==> config.mk <==
export PLATFORM = sky130hd
export DESIGN_NAME = fsp_ctrl
export DESIGN_NICKNAME = d
export VERILOG_FILES = /design/src/hdl/fsp_pkg.sv /design/src/hdl/fsp_ctrl.sv
export VERILOG_INCLUDE_DIRS = /design/src /design/src/hdl
export SDC_FILE = /design/constraint.sdc
export NUM_CORES = 2
export LEC_CHECK = 0
export BUFFER_PORTS_ARGS = -buffer_cell sky130_fd_sc_hd__buf_2
export CAP_MARGIN = 25
export CORE_ASPECT_RATIO = 1.2
export CORE_MARGIN = 2
export CORE_UTILIZATION = 55
export DETAILED_ROUTE_END_ITERATION = 7
export PLACE_DENSITY = 0.75
export SLEW_MARGIN = 5
export SYNTH_ARGS = -nofsm -noshare
export SYNTH_HDL_FRONTEND = slang
export SYNTH_SLANG_ARGS = --single-unit
==> constraint.sdc <==
create_clock -name aclk -period 3.25 [get_ports aclk]
set_input_delay 0 -clock aclk [delete_from_list [all_inputs] [get_ports aclk]]
set_output_delay 0 -clock aclk [all_outputs]
set_load 0.01 [all_outputs]
==> src/hdl/fsp_cfg.svh <==
// fsp_cfg.svh: offsets, field positions, reset values and timing counts
// assumes inclusion by bare name from the flash self-program control files
`ifndef FSP_CFG_SVH
`define FSP_CFG_SVH

// register byte offsets
`define FSP_ADDR_CTRL      8'h00
`define FSP_ADDR_LOCK      8'h04
// control field positions
`define FSP_BIT_IE         7
`define FSP_BIT_BUSY       6
`define FSP_BIT_REEN       4
// low five control bit patterns
`define FSP_PAT_LOAD       5'h01
`define FSP_PAT_ERASE      5'h03
`define FSP_PAT_WRITE      5'h05
`define FSP_PAT_LOCK       5'h09
`define FSP_PAT_REEN       5'h11
// reset values
`define FSP_CTRL_RST       5'h00
`define FSP_LOCK_RST       8'hFF
`define FSP_ERASED         16'hFFFF
// first page of the section that cannot be read while written
`define FSP_NO_CONCURRENT_READ_AREA_FIRST     9'h1C0
// timing
`define FSP_CLK_NS         20
`define FSP_T_OP_MIN_NS    3700000
`define FSP_T_OP_MAX_NS    4500000
`define FSP_OP_MIN_CYC     ((`FSP_T_OP_MIN_NS + `FSP_CLK_NS - 1) / `FSP_CLK_NS)
`define FSP_ARM_LAST       3'h3
// axi responses
`define FSP_RESP_OKAY      2'h0
`define FSP_RESP_SLVERR    2'h2

`endif

==> src/hdl/fsp_pkg.sv <==
// fsp_pkg.sv: types of the flash self-program control block
// assumes nothing beyond a SystemVerilog compiler
package fsp_pkg;
    typedef logic [7:0]  fsp_addr_t;
    typedef logic [15:0] fsp_word_t;
    typedef logic [8:0]  fsp_page_t;
    typedef logic [5:0]  fsp_widx_t;

    typedef enum logic [2:0] {
        FSP_IDLE  = 3'b001,
        FSP_ARMED = 3'b010,
        FSP_OP    = 3'b100
    } fsp_state_e;

    typedef enum logic [1:0] {
        FSP_OP_ERASE = 2'h0,
        FSP_OP_WRITE = 2'h1,
        FSP_OP_LOCK  = 2'h2
    } fsp_op_e;
endpackage : fsp_pkg

==> src/hdl/fsp_ctrl.sv <==
// fsp_ctrl.sv: flash self-program control with axi4-lite control register
// assumes core-side strobes come from logic on aclk; flash macro reads the
// page buffer through the buffer read port while a page write runs
//
// Our own choices: the register offsets and the AXI4-Lite register port.
`timescale 1ns/1ps
`include "fsp_cfg.svh"

// Function
// - armed page write runs on next store
// - erase and write use pointer page bits
// - page write bit clears on done or timeout
// - halt cpu for no concurrent read area
// - armed page erase runs on next store
// - page erase bit clears on done or timeout
// - store acts only within four cycles after arming
// - plain store loads data pair into buffer
// - store enable clears, held during operation
// - undefined low five bit patterns ignored
// - target page latched at operation start
// - lock bit setting ignores the pointer
// - program load uses pointer bit zero
// - buffer words written in any order
// - buffer clears on write, reenable, reset
// - eeprom write discards loaded buffer data
// - irq level while store enable is clear
// - busy set, reads blocked for concurrent area
// - reenable store clears busy and restores reads
// - erase or write lasts the timed duration
module fsp_ctrl #(
    parameter int OP_CYCLES = `FSP_OP_MIN_CYC
) (
    input  wire logic              aclk,
    input  wire logic              aresetn,
    input  wire logic              ce,
    input  wire logic              s_axi_awvalid,
    output logic                   s_axi_awready,
    input  wire fsp_pkg::fsp_addr_t s_axi_awaddr,
    input  wire logic              s_axi_wvalid,
    output logic                   s_axi_wready,
    input  wire logic [31:0]       s_axi_wdata,
    input  wire logic [3:0]        s_axi_wstrb,
    output logic                   s_axi_bvalid,
    input  wire logic              s_axi_bready,
    output logic [1:0]             s_axi_bresp,
    input  wire logic              s_axi_arvalid,
    output logic                   s_axi_arready,
    input  wire fsp_pkg::fsp_addr_t s_axi_araddr,
    output logic                   s_axi_rvalid,
    input  wire logic              s_axi_rready,
    output logic [31:0]            s_axi_rdata,
    output logic [1:0]             s_axi_rresp,
    input  wire logic              store_instr,
    input  wire fsp_pkg::fsp_word_t store_ptr,
    input  wire fsp_pkg::fsp_word_t store_data,
    input  wire logic              load_program_instr,
    input  wire fsp_pkg::fsp_word_t load_ptr,
    input  wire logic              eeprom_write,
    input  wire fsp_pkg::fsp_widx_t flash_buf_idx,
    output fsp_pkg::fsp_word_t     flash_buf_word,
    output logic                   flash_start,
    output logic                   flash_is_erase,
    output fsp_pkg::fsp_page_t     flash_page,
    output logic                   cpu_halt,
    output logic                   store_ready_irq,
    output logic [14:0]            rd_word_addr,
    output logic                   rd_byte_sel,
    output logic                   rd_valid,
    output logic                   rd_blocked
);
    import fsp_pkg::*;

    localparam logic [17:0] OP_LAST = 18'(OP_CYCLES - 1);

    // --------------------------------------------------------------
    // state
    // --------------------------------------------------------------
    fsp_state_e  state_reg;
    fsp_op_e     op_kind_reg;
    logic [4:0]  cmd_reg;
    logic        irq_enable_reg;
    logic        section_busy_reg;
    logic [2:0]  win_cnt_reg;
    logic [17:0] op_cnt_reg;
    fsp_page_t   op_page_reg;
    logic [3:0]  lock_data_reg;
    logic [7:0]  lock_bits_reg;
    fsp_word_t   buf_mem [64];
    logic        aw_hold_reg;
    logic        w_hold_reg;
    fsp_addr_t   aw_addr_reg;
    logic [31:0] w_data_reg;
    logic [3:0]  w_strb_reg;

    function automatic logic in_no_concurrent_read_area(input fsp_word_t ptr);
        in_no_concurrent_read_area = (ptr[15:7] >= `FSP_NO_CONCURRENT_READ_AREA_FIRST);
    endfunction : in_no_concurrent_read_area

    function automatic logic pat_ok(input logic [4:0] pat);
        pat_ok = (pat == `FSP_PAT_LOAD) || (pat == `FSP_PAT_ERASE)
            || (pat == `FSP_PAT_WRITE) || (pat == `FSP_PAT_LOCK)
            || (pat == `FSP_PAT_REEN);
    endfunction : pat_ok

    logic ctl_wr_go;
    logic cmd_take;
    logic store_go;
    logic op_done;
    logic buf_clear;
    logic [4:0] new_pat;

    assign new_pat   = w_data_reg[4:0];
    assign ctl_wr_go = aw_hold_reg && w_hold_reg && !s_axi_bvalid
        && (aw_addr_reg == `FSP_ADDR_CTRL) && w_strb_reg[0];
    assign cmd_take  = ctl_wr_go && (state_reg != FSP_OP) && pat_ok(new_pat);
    assign store_go  = store_instr && (state_reg == FSP_ARMED) && !ctl_wr_go;
    assign op_done   = (state_reg == FSP_OP) && (op_cnt_reg == OP_LAST);
    assign buf_clear = (op_done && op_kind_reg == FSP_OP_WRITE)
        || (cmd_take && new_pat[`FSP_BIT_REEN])
        || eeprom_write;

    // --------------------------------------------------------------
    // axi4-lite write channel
    // --------------------------------------------------------------
    always_ff @(posedge aclk)
    begin
        if (!aresetn)
        begin
            aw_hold_reg   <= 1'b0;
            w_hold_reg    <= 1'b0;
            aw_addr_reg   <= 8'h00;
            w_data_reg    <= 32'h0000_0000;
            w_strb_reg    <= 4'h0;
            s_axi_awready <= 1'b0;
            s_axi_wready  <= 1'b0;
            s_axi_bvalid  <= 1'b0;
            s_axi_bresp   <= `FSP_RESP_OKAY;
        end
        else if (ce)
        begin
            s_axi_awready <= !aw_hold_reg && !(s_axi_awvalid && s_axi_awready);
            s_axi_wready  <= !w_hold_reg && !(s_axi_wvalid && s_axi_wready);
            if (s_axi_awvalid && s_axi_awready)
            begin
                aw_hold_reg <= 1'b1;
                aw_addr_reg <= s_axi_awaddr;
            end
            if (s_axi_wvalid && s_axi_wready)
            begin
                w_hold_reg <= 1'b1;
                w_data_reg <= s_axi_wdata;
                w_strb_reg <= s_axi_wstrb;
            end
            if (aw_hold_reg && w_hold_reg && !s_axi_bvalid)
            begin
                aw_hold_reg  <= 1'b0;
                w_hold_reg   <= 1'b0;
                s_axi_bvalid <= 1'b1;
                s_axi_bresp  <= (aw_addr_reg == `FSP_ADDR_CTRL
                    || aw_addr_reg == `FSP_ADDR_LOCK) ? `FSP_RESP_OKAY : `FSP_RESP_SLVERR;
            end
            else if (s_axi_bvalid && s_axi_bready)
            begin
                s_axi_bvalid <= 1'b0;
            end
        end
    end

    // --------------------------------------------------------------
    // axi4-lite read channel
    // --------------------------------------------------------------
    always_ff @(posedge aclk)
    begin
        if (!aresetn)
        begin
            s_axi_arready <= 1'b0;
            s_axi_rvalid  <= 1'b0;
            s_axi_rdata   <= 32'h0000_0000;
            s_axi_rresp   <= `FSP_RESP_OKAY;
        end
        else if (ce)
        begin
            if (s_axi_arvalid && s_axi_arready)
            begin
                s_axi_arready <= 1'b0;
                s_axi_rvalid  <= 1'b1;
                s_axi_rresp   <= `FSP_RESP_OKAY;
                s_axi_rdata   <= 32'h0000_0000;
                if (s_axi_araddr == `FSP_ADDR_CTRL)
                    s_axi_rdata[7:0] <= {irq_enable_reg, section_busy_reg, 1'b0, cmd_reg};
                else if (s_axi_araddr == `FSP_ADDR_LOCK)
                    s_axi_rdata[7:0] <= lock_bits_reg;
                else
                    s_axi_rresp <= `FSP_RESP_SLVERR;
            end
            else if (s_axi_rvalid && s_axi_rready)
            begin
                s_axi_rvalid  <= 1'b0;
                s_axi_arready <= 1'b1;
            end
            else if (!s_axi_rvalid)
            begin
                s_axi_arready <= 1'b1;
            end
        end
    end

    // --------------------------------------------------------------
    // command sequencer
    // --------------------------------------------------------------
    always_ff @(posedge aclk)
    begin
        if (!aresetn)
        begin
            state_reg      <= FSP_IDLE;
            cmd_reg        <= `FSP_CTRL_RST;
            irq_enable_reg <= 1'b0;
            win_cnt_reg    <= 3'h0;
        end
        else if (ce)
        begin
            if (ctl_wr_go)
                irq_enable_reg <= w_data_reg[`FSP_BIT_IE];
            unique case (state_reg)
                FSP_IDLE, FSP_ARMED:
                begin
                    if (cmd_take)
                    begin
                        cmd_reg     <= new_pat;
                        state_reg   <= FSP_ARMED;
                        win_cnt_reg <= 3'h0;
                    end
                    else if (store_go)
                    begin
                        if (cmd_reg == `FSP_PAT_ERASE || cmd_reg == `FSP_PAT_WRITE
                            || cmd_reg == `FSP_PAT_LOCK)
                            state_reg <= FSP_OP;
                        else
                        begin
                            state_reg <= FSP_IDLE;
                            cmd_reg   <= `FSP_CTRL_RST;
                        end
                    end
                    else if (state_reg == FSP_ARMED)
                    begin
                        if (win_cnt_reg == `FSP_ARM_LAST)
                        begin
                            state_reg <= FSP_IDLE;
                            cmd_reg   <= `FSP_CTRL_RST;
                        end
                        else
                            win_cnt_reg <= win_cnt_reg + 3'h1;
                    end
                end
                FSP_OP:
                begin
                    if (op_done)
                    begin
                        state_reg <= FSP_IDLE;
                        cmd_reg   <= `FSP_CTRL_RST;
                    end
                end
                default:
                begin
                    state_reg <= FSP_IDLE;
                    cmd_reg   <= `FSP_CTRL_RST;
                end
            endcase
        end
    end

    // --------------------------------------------------------------
    // programming operation
    // --------------------------------------------------------------
    always_ff @(posedge aclk)
    begin
        if (!aresetn)
        begin
            op_kind_reg      <= FSP_OP_ERASE;
            op_cnt_reg       <= 18'h0_0000;
            op_page_reg      <= 9'h000;
            lock_data_reg    <= 4'hF;
            lock_bits_reg    <= `FSP_LOCK_RST;
            section_busy_reg <= 1'b0;
            cpu_halt         <= 1'b0;
            flash_start      <= 1'b0;
            flash_is_erase   <= 1'b0;
            flash_page       <= 9'h000;
        end
        else if (ce)
        begin
            flash_start <= 1'b0;
            if (store_go && (cmd_reg == `FSP_PAT_ERASE || cmd_reg == `FSP_PAT_WRITE))
            begin
                op_kind_reg    <= (cmd_reg == `FSP_PAT_ERASE) ? FSP_OP_ERASE : FSP_OP_WRITE;
                op_cnt_reg     <= 18'h0_0000;
                op_page_reg    <= store_ptr[15:7];
                flash_page     <= store_ptr[15:7];
                flash_is_erase <= (cmd_reg == `FSP_PAT_ERASE);
                flash_start    <= 1'b1;
                if (in_no_concurrent_read_area(store_ptr))
                    cpu_halt <= 1'b1;
                else
                    section_busy_reg <= 1'b1;
            end
            else if (store_go && cmd_reg == `FSP_PAT_LOCK)
            begin
                op_kind_reg   <= FSP_OP_LOCK;
                op_cnt_reg    <= 18'h0_0000;
                lock_data_reg <= store_data[5:2];
            end
            else if (store_go && (cmd_reg == `FSP_PAT_REEN || cmd_reg == `FSP_PAT_LOAD))
                section_busy_reg <= 1'b0;
            else if (state_reg == FSP_OP)
            begin
                if (op_done)
                begin
                    cpu_halt <= 1'b0;
                    if (op_kind_reg == FSP_OP_LOCK)
                        lock_bits_reg[5:2] <= lock_bits_reg[5:2] & lock_data_reg;
                end
                else
                    op_cnt_reg <= op_cnt_reg + 18'h0_0001;
            end
        end
    end

    // --------------------------------------------------------------
    // temporary page buffer
    // --------------------------------------------------------------
    always_ff @(posedge aclk)
    begin
        if (!aresetn || (ce && buf_clear))
        begin
            for (int i = 0; i < 64; i++)
                buf_mem[i] <= `FSP_ERASED;
        end
        else if (ce && store_go && cmd_reg == `FSP_PAT_LOAD)
            buf_mem[store_ptr[6:1]] <= store_data;
    end

    always_ff @(posedge aclk)
    begin
        if (!aresetn)
            flash_buf_word <= `FSP_ERASED;
        else if (ce)
            flash_buf_word <= buf_mem[flash_buf_idx];
    end

    // --------------------------------------------------------------
    // program load path and ready interrupt
    // --------------------------------------------------------------
    always_ff @(posedge aclk)
    begin
        if (!aresetn)
        begin
            rd_word_addr    <= 15'h0000;
            rd_byte_sel     <= 1'b0;
            rd_valid        <= 1'b0;
            rd_blocked      <= 1'b0;
            store_ready_irq <= 1'b0;
        end
        else if (ce)
        begin
            rd_valid        <= load_program_instr;
            rd_blocked      <= load_program_instr && section_busy_reg
                && !in_no_concurrent_read_area(load_ptr);
            if (load_program_instr)
            begin
                rd_word_addr <= load_ptr[15:1];
                rd_byte_sel  <= load_ptr[0];
            end
            store_ready_irq <= irq_enable_reg && !cmd_reg[0];
        end
    end
endmodule : fsp_ctrl

==> flow_metrics.py <==
metrics = {
    "floorplanning": {
        "die_h_microns": 336,
        "start_util": 0.555,
        "num_rows": 121,
        "dieWidth_microns": 280,
        "num_io_pins": 205,
        "die_area_sq_um": 94100,
        "coreArea_sq_um": 90800,
    },
    "final_layout": {
        "fillers": 6319,
        "area.growth.synth_to_final_pct": 15.8,
        "fin_util": 0.643,
        "largest_reg_flops": 1024,
        "final_nets": 4193,
        "drive_gt1_frac": 0.214,
        "multi_input_area_sq_um": 16000,
        "seqCellArea_sq_um": 33200,
    },
    "timing": {
        "relSlewSlack": 0.222,
        "finClkSkew_ns": 0.0373,
        "hold_violations": 0,
        "worstMarginPinSlew_ns": 1.16,
        "fmaxAchievable_ghz": 0.316,
        "post-route-period-util": 0.974,
        "finalCriticalPeriod_ns": 3.17,
        "drv_slew": 0,
        "setup_tns_ns": 0,
        "setup_viol": 0,
    },
    "synthesis": {
        "yosys-top-cells-count": "edfxtp_1 (1024), nand2_1 (928), nor2_1 (252)",
        "synth-compound-area-share": 0.0394,
        "synth_top_family_by_area": "multiplexers",
        "yosysTopAreaCellShare": 0.610,
        "synthMuxAreaShare": 0.135,
        "yosysWarnings": 0,
        "postSynthAreaPerCell_sq_um": 13.3,
        "synthesis.area_sq_um": 50400,
        "synth-edff-count": 1024,
        "yosysSeqAreaShare": 0.658,
        "ys_ff_latch": 1144,
        "synth_fa_ha_area_frac": 0.000943,
        "post-synth-top-count-cell": "edfxtp_1",
        "synthArstFlopShare": 0,
        "synth-simple-area-share": 0.133,
        "synth_xor_area_frac": 0.00174,
        "yosys.area.top_type": "edfxtp_1",
        "yosysUniqueCellTypes": 58,
        "dominantRegCellSynth": "edfxtp_1",
        "syn_inst": 3779,
        "synth_area_leaders": "edfxtp_1 (61%), mux4_2 (11%), nand2_1 (6.9%)",
    },
    "cts": {
        "cts_root_buf": "clkbuf_16",
        "cts-buffers-inserted": 106,
        "clk-insertion-delay-late_ns": 0.71,
        "cts.sink_count": 1144,
        "path_clk_slew_ns": 0.06,
        "cts_tree": "yes",
        "cts_max_level": 3,
        "cts_setup_buffers": 0,
        "clockBufferDepth": 3,
    },
    "place": {
        "hpwl_mm": 106,
        "gp_congestion": 1.01,
        "portBuffers": 148,
    },
    "power": {
        "ir_drop_mv": 0.467,
        "p_leak_nw": 15.8,
        "cellPowerDensity_nw_per_um2": 524,
        "p_total_mw": 30.6,
    },
    "drt": {
        "antenna_left": 0,
        "vias_per_cell": 6.62,
        "drc": 7,
        "drt-initial-drc-count": 5578,
        "wl_mm": 162,
        "routed-via-count": 35300,
        "routedWlPerCell_microns": 30.4,
        "dr.pass1.iters": 8,
    },
    "worst_setup_path": {
        "path_cells": "or4_1 -> and4b_2 -> nor4_4 -> buf_12 -> nand4_1 -> nor3b_2 -> buf_4 -> nand2_1",
        "cp_slowest_cell": "nand4_1",
        "cp_data_arrival_time_ns": 3.59,
        "cp_max_fo": 21,
        "crit_type": "reg -> reg",
        "critical-path-top-delay-family": "simple AND/OR/NAND/NOR gates",
        "start_kind": "register",
        "critical-path-max-stage-delay_ns": 0.42,
        "worst_ep_required_time_ns": 3.67,
        "endpoint_kind": "register",
        "critPathBufInv": 2,
    },
    "global_routing": {
        "grt_pass1_vias": 33900,
        "grt_usage": 0.344,
        "grt_max_degree": 152,
        "antenna_found_initial": 8,
        "grt_overflow_total": 0,
        "grt_first_pass_wirelength_mm": 230,
    },
    "job": {
        "cap_violations": 0,
    },
    "outcome": {
        "violations": "DRC",
        "status": "complete, but fails checks",
    },
    "worst_hold_path": {
        "hold_class": "in -> reg",
    },
}
[cell families after synthesis]
kind of cell	count (synthesis)
and+or+nand+nor	1547
DFF	1144
muxes	372
buffers and inverters	359
AOI/OAI and AO/OA	342
xor gates and xnor gates	10
adders and majority gates	4
other	1
[layout make-up]
type | instances | area share
Antenna cell | 2 | 0.0000857
Clock buffer | 152 | 0.0515
Clock inverter | 45 | 0.00695
Inverter | 8 | 0.000536
Multi-Input combinational cell | 2301 | 0.274
Sequential cell | 1144 | 0.568
Tap cell | 1168 | 0.0250
Timing Repair Buffer | 512 | 0.0737
[routing by layer]
metal | track usage | share of wire | up-vias
li1 | - | - | 14700
met1 | 0.419 | 0.32 | 17100
met2 | 0.534 | 0.46 | 2871
met3 | 0.0976 | 0.14 | 592
met4 | 0.235 | 0.080 | 10
met5 | 0 | 0.00041 | -
[report_power, final]
part	internal (mW)	switching, mW
Clock	6.91	5.50
Combinational	0.612	1.52
Sequential	16.0	0.0231
[placed cells by master, fill, tap and decap left out, drive strengths merged, types with 21 or more instances in the layout]
cell and count:
a21oi 101, a22oi 42, buf 396, clkbuf 152, clkinv 32, conb 26
dfxtp 120, dlygate4sd3 116, edfxtp 1024, mux2 21, mux2i 106, mux4 245
nand2 928, nand3 72, nand4 201, nor2 253, o21ai 141
[path summary, 6_finish.rpt]
check / start / to / slack, ns / cells after the start
hold reg to reg: s_axi_rdata[7]$_SDFFE_PN0P_ / s_axi_rdata[7]$_SDFFE_PN0P_ / 0.45 / 2
hold / removal: flash_buf_idx[5] / flash_buf_word[11]$_SDFFE_PN1P_ / 0.04 / 4
setup reg to reg: aw_addr_reg[5]$_SDFFE_PN0P_ / buf_mem[20][9]$_SDFFCE_PN1P_ / 0.08 / 8
setup / recovery: aw_addr_reg[5]$_SDFFE_PN0P_ / buf_mem[20][9]$_SDFFCE_PN1P_ / 0.08 / 8
[worst min-delay path: cells and delay by family]
family                 cells  cell delay, ns
and+or+nand+nor            1            0.23
AOI/OAI and AO/OA          2            0.28
buffers and inverters      1            0.20
[stage by stage]
stage | worst slack [ns] | cells | hold slack [ns] | area [sq um]
floorplan | 0.00508 | 3804 | 0.136 | 50500
global placement | 0.111 | 5016 | 0.235 | 53800
finish | 0.0835 | 5332 | 0.0407 | 58400
detailed placement | 0.0752 | 5016 | 0.243 | 53800
global route | -0.0357 | 5330 | 0.0903 | 58400
CTS | 0.0506 | 5329 | 0.0138 | 58300
[what timing repair did]
action | CTS | global route
endpoints found under the setup margin | 0 | 753
hold endpoints to repair | 150 | 0
resized for setup | 0 | 5
hold buffers | 116 | 0
No activity file was read; power rests on OpenSTA's default activity.
